File: src/include/ampctl_pkg.sv
// Package for the amplifier control and override logic: map, fields, codes, carriers
package ampctl_pkg;

	// ==========================================================
	// Register map (one word apart on the bus, byte addresses)
	localparam logic [3:0] ADDR_CONTROL    = 4'h0;
	localparam logic [3:0] ADDR_OVR_SOURCE = 4'h4;
	localparam logic [3:0] ADDR_INV_CHAN   = 4'h8;
	localparam logic [3:0] ADDR_NONINV_CH  = 4'hc;

	// ==========================================================
	// Field positions and write masks
	localparam int unsigned CTL_ENABLE_BIT   = 7;
	localparam int unsigned CTL_UNITY_BIT    = 4;
	localparam int unsigned CTL_POLARITY_BIT = 2;
	localparam logic [7:0]  CTL_WMASK        = 8'h97;
	localparam logic [7:0]  ORS_WMASK        = 8'h1f;
	localparam logic [7:0]  CHS_WMASK        = 8'h0f;
	localparam logic [7:0]  RESET_VALUE      = 8'h00;

	// ==========================================================
	// Override modes
	typedef enum logic [1:0] {
		OVR_NONE     = 2'b00,
		OVR_TRISTATE = 2'b01,
		OVR_UNITY    = 2'b10,
		OVR_RESERVED = 2'b11
	} ampctl_mode_t;

	// Override source code ranges
	localparam logic [4:0] ORS_CMP_FIRST  = 5'h0c;
	localparam logic [4:0] ORS_CMP_LAST   = 5'h11;
	localparam logic [4:0] ORS_CELL_FIRST = 5'h14;
	localparam logic [4:0] ORS_CELL_LAST  = 5'h17;
	localparam logic [4:0] ORS_GEN_A      = 5'h18;
	localparam logic [4:0] ORS_GEN_B      = 5'h1c;

	// Channel codes, largest legal code for instances 1 and 2
	localparam logic [3:0] CH_LAST_LEGAL  = 4'h8;

	// ==========================================================
	// Carriers
	typedef struct packed {
		logic [2:0] capture_compare_output;       // units 1..3
		logic [5:0] pulse_width_output;           // 3,4,9,5,6,11
		logic [5:0] synced_comparator_output;     // comparators 1..6
		logic [3:0] logic_cell_output;            // cells 1..4
		logic [3:0] complementary_generator_a;    // gen 1 (gen 3 on inst 3), A..D
		logic [3:0] complementary_generator_b;    // gen 2, A..D
	} ampctl_sources_t;

	typedef struct packed {
		logic       enable;
		logic       unity_gain_switch;
		logic       output_hiz;
		logic [8:0] inverting_select;     // one-hot analog mux select
		logic [8:0] noninverting_select;
		logic       inverting_pin_release;
	} ampctl_analog_t;

endpackage

File: src/hw/ampctl_top.sv
// Digital control, channel select and output override for one on-chip amplifier
`timescale 1ns/1ps

module ampctl_top #(
	parameter int unsigned INSTANCE = 1
) (
	input  wire logic                        clk_i,
	input  wire logic                        rst_i,
	input  wire logic                        sleep_i,
	input  wire logic                        wb_cyc_i,
	input  wire logic                        wb_stb_i,
	input  wire logic                        wb_we_i,
	input  wire logic [3:0]                  wb_adr_i,
	input  wire logic [3:0]                  wb_sel_i,
	input  wire logic [31:0]                 wb_dat_i,
	output logic      [31:0]                 wb_dat_o,
	output logic                             wb_ack_o,
	output logic                             wb_err_o,
	input  wire ampctl_pkg::ampctl_sources_t src_i,
	output ampctl_pkg::ampctl_analog_t       analog_o,
	output logic                             override_active_o
);

	// ==========================================================
	// Register state
	logic [7:0] control_q;
	logic [7:0] ovr_source_q;
	logic [7:0] inv_chan_q;
	logic [7:0] noninv_chan_q;
	logic       ack_q;
	logic       err_q;
	logic [31:0] rdata_q;

	logic       req;
	logic       wr_en;
	logic       addr_hit;
	logic       src_raw;
	logic       ovr_true;
	logic       ovr_act;
	ampctl_pkg::ampctl_mode_t mode;

	// One-hot decode of a channel code for this instance; reserved codes give no switch
	function automatic logic [8:0] chan_decode(input logic [3:0] code);
		logic [8:0] r;
		r = 9'h000;
		if (INSTANCE == 3) begin
			case (code)
				4'h0, 4'h2, 4'h4, 4'h6, 4'h7: r[code] = 1'b1;
				default: r = 9'h000;
			endcase
		end else if (code <= ampctl_pkg::CH_LAST_LEGAL) begin
			r[code] = 1'b1;
		end
		return r;
	endfunction

	// Is this a known register address
	function automatic logic addr_known(input logic [3:0] a);
		return (a == ampctl_pkg::ADDR_CONTROL) || (a == ampctl_pkg::ADDR_OVR_SOURCE) ||
			(a == ampctl_pkg::ADDR_INV_CHAN) || (a == ampctl_pkg::ADDR_NONINV_CH);
	endfunction

	// ==========================================================
	// Bus decode; single-cycle answer, ack dropped after one cycle
	assign req      = wb_cyc_i && wb_stb_i && !ack_q && !err_q;
	assign addr_hit = addr_known(wb_adr_i);
	assign wr_en    = req && wb_we_i && addr_hit && wb_sel_i[0];

	// Answer flags: ack for mapped, err for unmapped
	always_ff @(posedge clk_i) begin
		if (rst_i) begin
			ack_q <= 1'b0;
			err_q <= 1'b0;
		end else begin
			ack_q <= req && addr_hit;
			err_q <= req && !addr_hit;
		end
	end

	// Control register; unimplemented bits masked off
	always_ff @(posedge clk_i) begin
		if (rst_i) begin
			control_q <= ampctl_pkg::RESET_VALUE;
		end else if (wr_en && wb_adr_i == ampctl_pkg::ADDR_CONTROL) begin
			control_q <= wb_dat_i[7:0] & ampctl_pkg::CTL_WMASK;
		end
	end

	// Override source register; warm reset also clears, a safe reading of unknown
	always_ff @(posedge clk_i) begin
		if (rst_i) begin
			ovr_source_q <= ampctl_pkg::RESET_VALUE;
		end else if (wr_en && wb_adr_i == ampctl_pkg::ADDR_OVR_SOURCE) begin
			ovr_source_q <= wb_dat_i[7:0] & ampctl_pkg::ORS_WMASK;
		end
	end

	// Channel select registers
	always_ff @(posedge clk_i) begin
		if (rst_i) begin
			inv_chan_q    <= ampctl_pkg::RESET_VALUE;
			noninv_chan_q <= ampctl_pkg::RESET_VALUE;
		end else if (wr_en) begin
			if (wb_adr_i == ampctl_pkg::ADDR_INV_CHAN) begin
				inv_chan_q <= wb_dat_i[7:0] & ampctl_pkg::CHS_WMASK;
			end
			if (wb_adr_i == ampctl_pkg::ADDR_NONINV_CH) begin
				noninv_chan_q <= wb_dat_i[7:0] & ampctl_pkg::CHS_WMASK;
			end
		end
	end

	// Read data, registered with the ack; zeros in all unused bits
	always_ff @(posedge clk_i) begin
		if (rst_i) begin
			rdata_q <= 32'h0000_0000;
		end else if (req && !wb_we_i) begin
			case (wb_adr_i)
				ampctl_pkg::ADDR_CONTROL:    rdata_q <= {24'h00_0000, control_q};
				ampctl_pkg::ADDR_OVR_SOURCE: rdata_q <= {24'h00_0000, ovr_source_q};
				ampctl_pkg::ADDR_INV_CHAN:   rdata_q <= {24'h00_0000, inv_chan_q};
				ampctl_pkg::ADDR_NONINV_CH:  rdata_q <= {24'h00_0000, noninv_chan_q};
				default:                     rdata_q <= 32'h0000_0000;
			endcase
		end
	end

	assign wb_ack_o = ack_q;
	assign wb_err_o = err_q;
	assign wb_dat_o = rdata_q;

	// ==========================================================
	// Override source mux; reserved codes read as low
	always_comb begin
		src_raw = 1'b0;
		if (ovr_source_q[4:0] <= 5'h02) begin
			src_raw = src_i.capture_compare_output[ovr_source_q[1:0]];
		end else if (ovr_source_q[4:0] >= 5'h04 && ovr_source_q[4:0] <= 5'h0a && ovr_source_q[1:0] != 2'b11) begin
			// Pulse width outputs packed 3,4,9 then 5,6,11
			src_raw = src_i.pulse_width_output[{1'b0, ovr_source_q[3], ovr_source_q[3]} + {1'b0, ovr_source_q[1:0]}];
		end else if (ovr_source_q[4:0] >= ampctl_pkg::ORS_CMP_FIRST && ovr_source_q[4:0] <= ampctl_pkg::ORS_CMP_LAST) begin
			src_raw = src_i.synced_comparator_output[3'(ovr_source_q[4:0] - ampctl_pkg::ORS_CMP_FIRST)];
		end else if (ovr_source_q[4:0] >= ampctl_pkg::ORS_CELL_FIRST && ovr_source_q[4:0] <= ampctl_pkg::ORS_CELL_LAST) begin
			src_raw = src_i.logic_cell_output[ovr_source_q[1:0]];
		end else if (ovr_source_q[4:0] >= ampctl_pkg::ORS_GEN_A && ovr_source_q[4:0] < ampctl_pkg::ORS_GEN_B) begin
			src_raw = src_i.complementary_generator_a[ovr_source_q[1:0]];
		end else if (ovr_source_q[4:0] >= ampctl_pkg::ORS_GEN_B && INSTANCE != 3) begin
			src_raw = src_i.complementary_generator_b[ovr_source_q[1:0]];
		end
	end

	// ==========================================================
	// Override qualification; purely combinational so it keeps working with clocks gated in sleep
	assign mode     = ampctl_pkg::ampctl_mode_t'(control_q[1:0]);
	assign ovr_true = control_q[ampctl_pkg::CTL_POLARITY_BIT] ? src_raw : !src_raw;
	// Reserved mode treated as none, the safe choice
	assign ovr_act  = ovr_true && (mode == ampctl_pkg::OVR_UNITY || mode == ampctl_pkg::OVR_TRISTATE);
	assign override_active_o = ovr_act && control_q[ampctl_pkg::CTL_ENABLE_BIT];

	// Analog controls
	always_comb begin
		analog_o.enable            = control_q[ampctl_pkg::CTL_ENABLE_BIT];
		analog_o.unity_gain_switch = control_q[ampctl_pkg::CTL_UNITY_BIT] ||
			(ovr_act && mode == ampctl_pkg::OVR_UNITY);
		analog_o.output_hiz        = !control_q[ampctl_pkg::CTL_ENABLE_BIT] ||
			(ovr_act && mode == ampctl_pkg::OVR_TRISTATE);
		// Pin freed when unity gain selected, so mux opens the inverting pin path
		analog_o.inverting_pin_release = control_q[ampctl_pkg::CTL_UNITY_BIT];
		analog_o.inverting_select    = control_q[ampctl_pkg::CTL_UNITY_BIT] ? 9'h000 :
			chan_decode(inv_chan_q[3:0]);
		analog_o.noninverting_select = chan_decode(noninv_chan_q[3:0]);
	end
endmodule // ampctl_top

File: config.mk
export PLATFORM = sky130hd
export DESIGN_NAME = ampctl_top
export DESIGN_NICKNAME = d
export VERILOG_FILES = /design/src/include/ampctl_pkg.sv /design/src/hw/ampctl_top.sv
export SDC_FILE = /design/constraint.sdc
export NUM_CORES = 1
export LEC_CHECK = 0
export BUFFER_PORTS_ARGS = -buffer_cell sky130_fd_sc_hd__buf_2
export CORE_AREA = 2 2 71 73
export DETAILED_ROUTE_END_ITERATION = 10
export DIE_AREA = 0 0 73 75
export PLACE_DENSITY = 0.87
export SYNTH_ARGS = -nofsm -noshare
export SYNTH_HDL_FRONTEND = slang
export SYNTH_SLANG_ARGS = --single-unit
File: constraint.sdc
create_clock -name clk_i -period 3.23 [get_ports clk_i]
set_clock_uncertainty 0.2 [all_clocks]
set_input_delay 0.323 -clock clk_i [delete_from_list [all_inputs] [get_ports clk_i]]
set_output_delay 0.323 -clock clk_i [all_outputs]
set_load 0.02 [all_outputs]
==> flow_metrics.py, run 1 <==
metrics = {
    "global_routing": {
        "gr-total-overflow": 0,
        "grt_usage": 0.171,
        "grt_pass1_wl_um": 7440,
        "grt_pass1_vias": 1612,
        "grt_start_max_net_pins": 27,
        "antenna_found_initial": 0,
    },
    "timing": {
        "slew_violations": 0,
        "finalSetupTns_ns": 0,
        "setup_viol": 0,
        "rsz0062_at_grt": "true",
        "tightest_slew_ns": 0.628,
        "fin_crit_ns": 3.19,
        "relSlewSlack": 0.580,
        "fin_crit_sh": 0.986,
        "fmax_mhz": 314,
        "hold_viol_final": 0,
    },
    "floorplanning": {
        "start_util": 0.425,
        "die_y_um": 75,
        "rows": 25,
        "num_io_pins": 130,
        "die-area_um2": 5480,
        "fp.dieW_um": 73,
        "core_area_um2": 4660,
    },
    "synthesis": {
        "synthMuxAreaShare": 0.207,
        "ys_warn_count": 0,
        "ys_ff_latch": 26,
        "synth-compound-area-share": 0.104,
        "synthTopCellsByArea": "dfxtp_1 (26%), mux2i_1 (13%), buf_4 (11%), nor2_1 (7.4%), mux4_2 (4.5%)",
        "synthTopCellsByCount": "nor2_1 (39), buf_4 (28), dfxtp_1 (26), mux2i_1 (26), nor3_1 (13)",
        "synth_fa_ha_area_frac": 0.0290,
        "synthCells": 232,
        "yosysMostFrequentCell": "nor2_1",
        "ys_types": 50,
        "synth_top_family_by_area": "simple AND/OR/NAND/NOR gates",
        "synth_edf_count": 0,
        "synth_xor_area_frac": 0,
        "synthArstFlopShare": 0,
        "yosys.area.top_type": "dfxtp_1",
        "synth_simple_gate_area_frac": 0.237,
        "synth_top_area_frac": 0.263,
        "yosysSeqAreaShare": 0.263,
        "synth_area_um2": 1980,
        "ys.flop_type": "dfxtp_1",
        "synth.avg_cell_area_um2": 8.54,
    },
    "setup_path": {
        "critPathMaxFanout": 6,
        "max_stage_delay_ns": 0.51,
        "worstSetupEndpointType": "output pin",
        "critPathTopFamily": "adder cells",
        "r2r_setup_slack_ns": 1.08,
        "cp_cell_sequence": "ha_1, inv_1, fa_1, mux4_2, nand2_1, a21oi_2, or4b_1, o211ai_1, buf_4",
        "arrival_ns": 2.66,
        "path_buf_inv": 2,
        "crit_path_start": "ovr_source_q[3]",
        "criticalPathCategory": "reg2out",
        "rr_startpoint": "wb_err_o",
        "required_ns": 2.71,
        "worstSetupStartpointType": "register",
        "cp_slowest_cell": "fa_1",
        "rr_worst_depth": 6,
        "r2r-end": "control_q[2]",
    },
    "layout": {
        "area_growth_pct": 17.7,
        "stdcell_count": 351,
        "layout-drive-gt1-share": 0.323,
        "fin_area_um2": 2330,
        "diodes": 0,
        "nets": 375,
    },
    "clocking": {
        "cts.sinks": 26,
        "cts_made_buffers": 3,
        "post_cts_buffers": 0,
        "clk_pin_slew_ns": 0.09,
        "cts_tree": "built",
        "cts-root-buf": "clkbuf_8",
        "htreeDepth": 1,
        "clock_path_buffers": 2,
        "hold_buffers": 0,
        "clk-insertion-delay-late_ns": 0.27,
    },
    "placed_design": {
        "portBuffers": 73,
        "hpwlAfterDp_um": 3650,
        "dp.cells": 347,
        "placed_area_um2": 2260,
        "place.gp.congestion": 0.839,
    },
    "run": {
        "max_cap_viol_count": 0,
    },
    "route": {
        "wl_per_cell_um": 13.2,
        "ant_nets": 0,
        "remaining_drc_errors": 0,
        "drt-total-wl_um": 4640,
        "dr.pass1.iters": 4,
        "drt_iter0_markers": 102,
        "vias_per_cell": 5.25,
        "via_count": 1843,
    },
    "hold_path": {
        "hold_path.class": "in2reg",
        "whs_path_depth": 2,
        "hold_start": "wb_adr_i[1]",
        "worstHoldEndpoint": "wb_ack_o",
    },
    "pwr": {
        "ir_drop_v": 0.000203,
        "pwr_density_cell_nw_per_um2": 292,
        "p_leak_nw": 1.07,
    },
    "status": {
        "status": "finished clean",
    },
}
## cell usage in the layout, fill, tap and decap left out, types with 3 or more instances in the layout
cell,synthesis,layout
clkbuf_8,0,3
nor3_1,13,13
mux4_2,4,4
nor2_1,39,39
inv_1,10,10
nand2b_1,7,7
buf_2,3,72
dfxtp_1,26,24
mux2i_1,26,26
conb_1,1,26
a21oi_1,3,3
and3_1,3,3
nand2_1,7,7
nand3_1,6,6
ha_1,3,3
a22oi_1,4,4
buf_4,28,4
## sequential cells by signal (all words and copies together) (netlist names)
signal	cells
inv_chan_q	4
wb_dat_o	6
control_q	5
ovr_source_q	5
noninv_chan_q	4
wb_err_o	1
wb_ack_o	1
## metal layers
metal,global-route usage,wire (µm)
met5,0,0
met4,0.0185,31
met3,0.0402,275
met2,0.312,2340
met1,0.211,2000
## stage by stage
step | utilization | power, mW | setup slack, ns | hold WS, ns
floorplan | - | 0.410 | 0.239 | 0.201
global placement | 0.484 | 0.417 | 0.349 | 0.281
detailed placement | 0.484 | 0.419 | 0.304 | 0.281
CTS | 0.500 | 0.682 | 0.0109 | 0.0510
global route | 0.500 | 0.708 | -0.0760 | 0.0681
finish | 0.500 | 0.682 | 0.0438 | 0.0535
## cells by family after synthesis
family,Yosys count
fa+ha+maj,4
buf+inv,50
flops,26
compound gates,25
simple gates,92
other cells,1
mux,34
## worst max path at each step
stage,slack (ns),endpoint,cells after the start
after floorplan,0.24,analog_o[19],8
after global placement,0.35,analog_o[19],9
after detailed placement,0.30,analog_o[19],9
after CTS,0.01,analog_o[19],9
after global routing,-0.08,analog_o[19],9
final,0.04,analog_o[19],9
## report_power, final
group	total [mW]	switching (mW)	internal, mW
Clock	0.269	0.103	0.166
Sequential	0.322	0.000923	0.321
Combinational	0.0903	0.0589	0.0314
## timing repair
item / in CTS / in global routing
endpoints found under the setup margin: 1 / 1
pin swaps: 1 / 1
endpoints found under the hold margin: 0 / 0
resized for setup: 2 / 1
## layout make-up
class                           count  area (µm²)
Fill cell                         438        2330
Multi-Input combinational cell    181        1240
Sequential cell                    26         523
Timing Repair Buffer               76         390
Tap cell                           54        67.6
Clock buffer                        3        41.3
Inverter                           10        37.5
Clock inverter                      1        30.0
Note: power is estimated with default switching activity, not from simulation.
==> run 2: changes to the inputs <==
HOLD_SLACK_MARGIN = 0.15   (was not set)
==> run 2 against run 1 <==
  * Sequential cell count did not move
  * Count of clock-buffer cells in the layout did not move
  * Power rose by 0.54%
  * Sequential power barely moved
  * Routed wire length rose by 0.82%
  * Die area did not move
  * Hold slack improved by 0.095 ns
  * Cell count rose by 1.4%
  * First-iteration DRC count fell by 5.9%
  * Largest power group unchanged
==> flow_metrics.py, run 2 (synthesized netlist as in run 1, its figures left out) <==
metrics = {
    "setup_path": {
        "worstSetupEndpointType": "output pin",
        "r2r-end": "control_q[2]",
        "cp_slowest_cell": "fa_1",
        "rr_startpoint": "wb_err_o",
        "cp_cell_sequence": "ha_1, inv_1, fa_1, mux4_2, nand2_1, a21oi_2, or4b_1, o211ai_1, buf_4",
        "critPathTopFamily": "adder cells",
        "max_stage_delay_ns": 0.51,
        "rr_worst_depth": 6,
        "criticalPathCategory": "reg2out",
        "arrival_ns": 2.66,
        "required_ns": 2.71,
        "path_buf_inv": 2,
        "worstSetupStartpointType": "register",
        "r2r_setup_slack_ns": 1.05,
        "critPathMaxFanout": 6,
    },
    "pwr": {
        "power.share.clock": 0.392,
        "pwr_density_cell_nw_per_um2": 288,
        "netSwitchingFraction": 0.239,
        "p_seq_frac": 0.470,
        "switchingPower_uw": 164,
        "p_comb_frac": 0.138,
        "ir_drop_v": 0.000203,
        "power_uw": 685,
        "p_leak_nw": 1.09,
        "internal-power_uw": 522,
    },
    "layout": {
        "area_growth_pct": 20.2,
        "nets": 380,
        "diodes": 0,
        "stdcell_count": 356,
        "largest_reg_flops": 6,
        "final_common_cell": "buf_2",
        "layout-drive-gt1-share": 0.318,
        "layout_common_cells": "buf_2 (72), nor2_1 (39), mux2i_1 (26), conb_1 (26), dfxtp_1 (24)",
        "fill_cells": 430,
    },
    "floorplanning": {
        "fp.dieW_um": 73,
        "start_util": 0.425,
        "rows": 25,
        "num_io_pins": 130,
        "core_area_um2": 4660,
        "die_y_um": 75,
        "die-area_um2": 5480,
    },
    "timing": {
        "timing.final.ws_setup_ns": 0.0477,
        "rsz0062_at_grt": "true",
        "fmax_mhz": 314,
        "setup_viol": 0,
        "relSlewSlack": 0.567,
        "finalSetupTns_ns": 0,
        "slew_violations": 0,
        "hold_viol_final": 0,
        "tightest_slew_ns": 0.646,
        "timing.hold.ws_ns": 0.149,
        "fin_crit_ns": 3.18,
        "fin_crit_sh": 0.985,
    },
    "global_routing": {
        "antenna_found_initial": 0,
        "grt_pass1_wl_um": 7510,
        "gr-total-overflow": 0,
        "grt_start_max_net_pins": 27,
        "grt_usage": 0.173,
        "grt_pass1_vias": 1626,
    },
    "placed_design": {
        "dp.cells": 347,
        "portBuffers": 73,
        "pre_cts_slack_ns": 0.304,
        "hpwlAfterDp_um": 3650,
        "place.gp.congestion": 0.839,
    },
    "hold_path": {
        "hold_start": "wb_dat_i[0]",
        "whs_path_depth": 3,
        "worstHoldEndpoint": "inv_chan_q[0]",
        "hold_path.class": "in2reg",
    },
    "route": {
        "drt_iter0_markers": 96,
        "dr.pass1.iters": 4,
        "remaining_drc_errors": 0,
        "via_count": 1858,
        "drt-total-wl_um": 4680,
        "wl_per_cell_um": 13.1,
        "vias_per_cell": 5.22,
        "ant_nets": 0,
    },
    "clocking": {
        "clock_path_buffers": 2,
        "cts-root-buf": "clkbuf_8",
        "cts.sinks": 26,
        "post_cts_buffers": 0,
        "clk_pin_slew_ns": 0.09,
        "htreeDepth": 1,
        "cts_tree": "built",
        "cts_made_buffers": 3,
        "clk-insertion-delay-late_ns": 0.27,
    },
    "run": {
        "max_cap_viol_count": 0,
    },
    "status": {
        "status": "finished clean",
    },
}
## run 2: stage by stage
stage | instance area [µm²] | util
after global placement | 2260 | 0.484
final | 2380 | 0.511
after global routing | 2380 | 0.511
after floorplan | 2080 | -
after detailed placement | 2260 | 0.484
after CTS | 2380 | 0.511
## run 2: what timing repair did
| item | 4_1_cts | 5_1_grt |
|---|---|---|
| setup endpoints to repair | 1 | 1 |
| gates cloned | 0 | 0 |
| gates resized for setup | 2 | 1 |
| hold buffers | 5 | 0 |
| pin swaps | 1 | 1 |
| endpoints found under the hold margin | 7 | 0 |
## run 2: power by group through the flow
stage	Combinational, mW	Sequential, mW	Clock (mW)
after floorplan	0.0801	0.330	0
after global placement	0.0878	0.330	0
after detailed placement	0.0896	0.330	0
after CTS	0.0940	0.322	0.270
after global routing	0.104	0.323	0.286
final	0.0944	0.322	0.269
## run 2: final cells by class
cell class / instances / area, µm² / share of cell area
clock buffers: 3 / 41.3 / 0.0173
clock inverters: 1 / 30.0 / 0.0126
inverters: 10 / 37.5 / 0.0158
multi-input cells: 181 / 1240 / 0.522
flip-flops and latches: 26 / 523 / 0.220
well taps: 54 / 67.6 / 0.0284
repair buffers: 81 / 440 / 0.185
## run 2: worst max path at each step
stage / end / start / cells past startpoint / slack, ns
3_5_place_dp: analog_o[19] / ovr_source_q[3] / 9 / 0.30
5_1_grt: analog_o[19] / ovr_source_q[3] / 9 / -0.08
4_1_cts: analog_o[19] / ovr_source_q[0] / 9 / 0.01
3_3_place_gp: analog_o[19] / ovr_source_q[3] / 9 / 0.35
6_report: analog_o[19] / ovr_source_q[3] / 9 / 0.05
2_1_floorplan: analog_o[19] / ovr_source_q[1] / 8 / 0.24
## run 2: worst register-to-register path: cells and delay by family (launching register included)
family           cells  cell delay, ns
flip-flops           1            0.31
multiplexers         1            0.31
AND/OR/NAND/NOR      5            1.24
## run 2: per-layer routing
layer	part of all wire	global-route usage	wire length (µm)
met5	0	0	0
met4	0.0066	0.0185	31
met1	0.42	0.211	1990
met2	0.51	0.318	2360
met3	0.063	0.0402	296
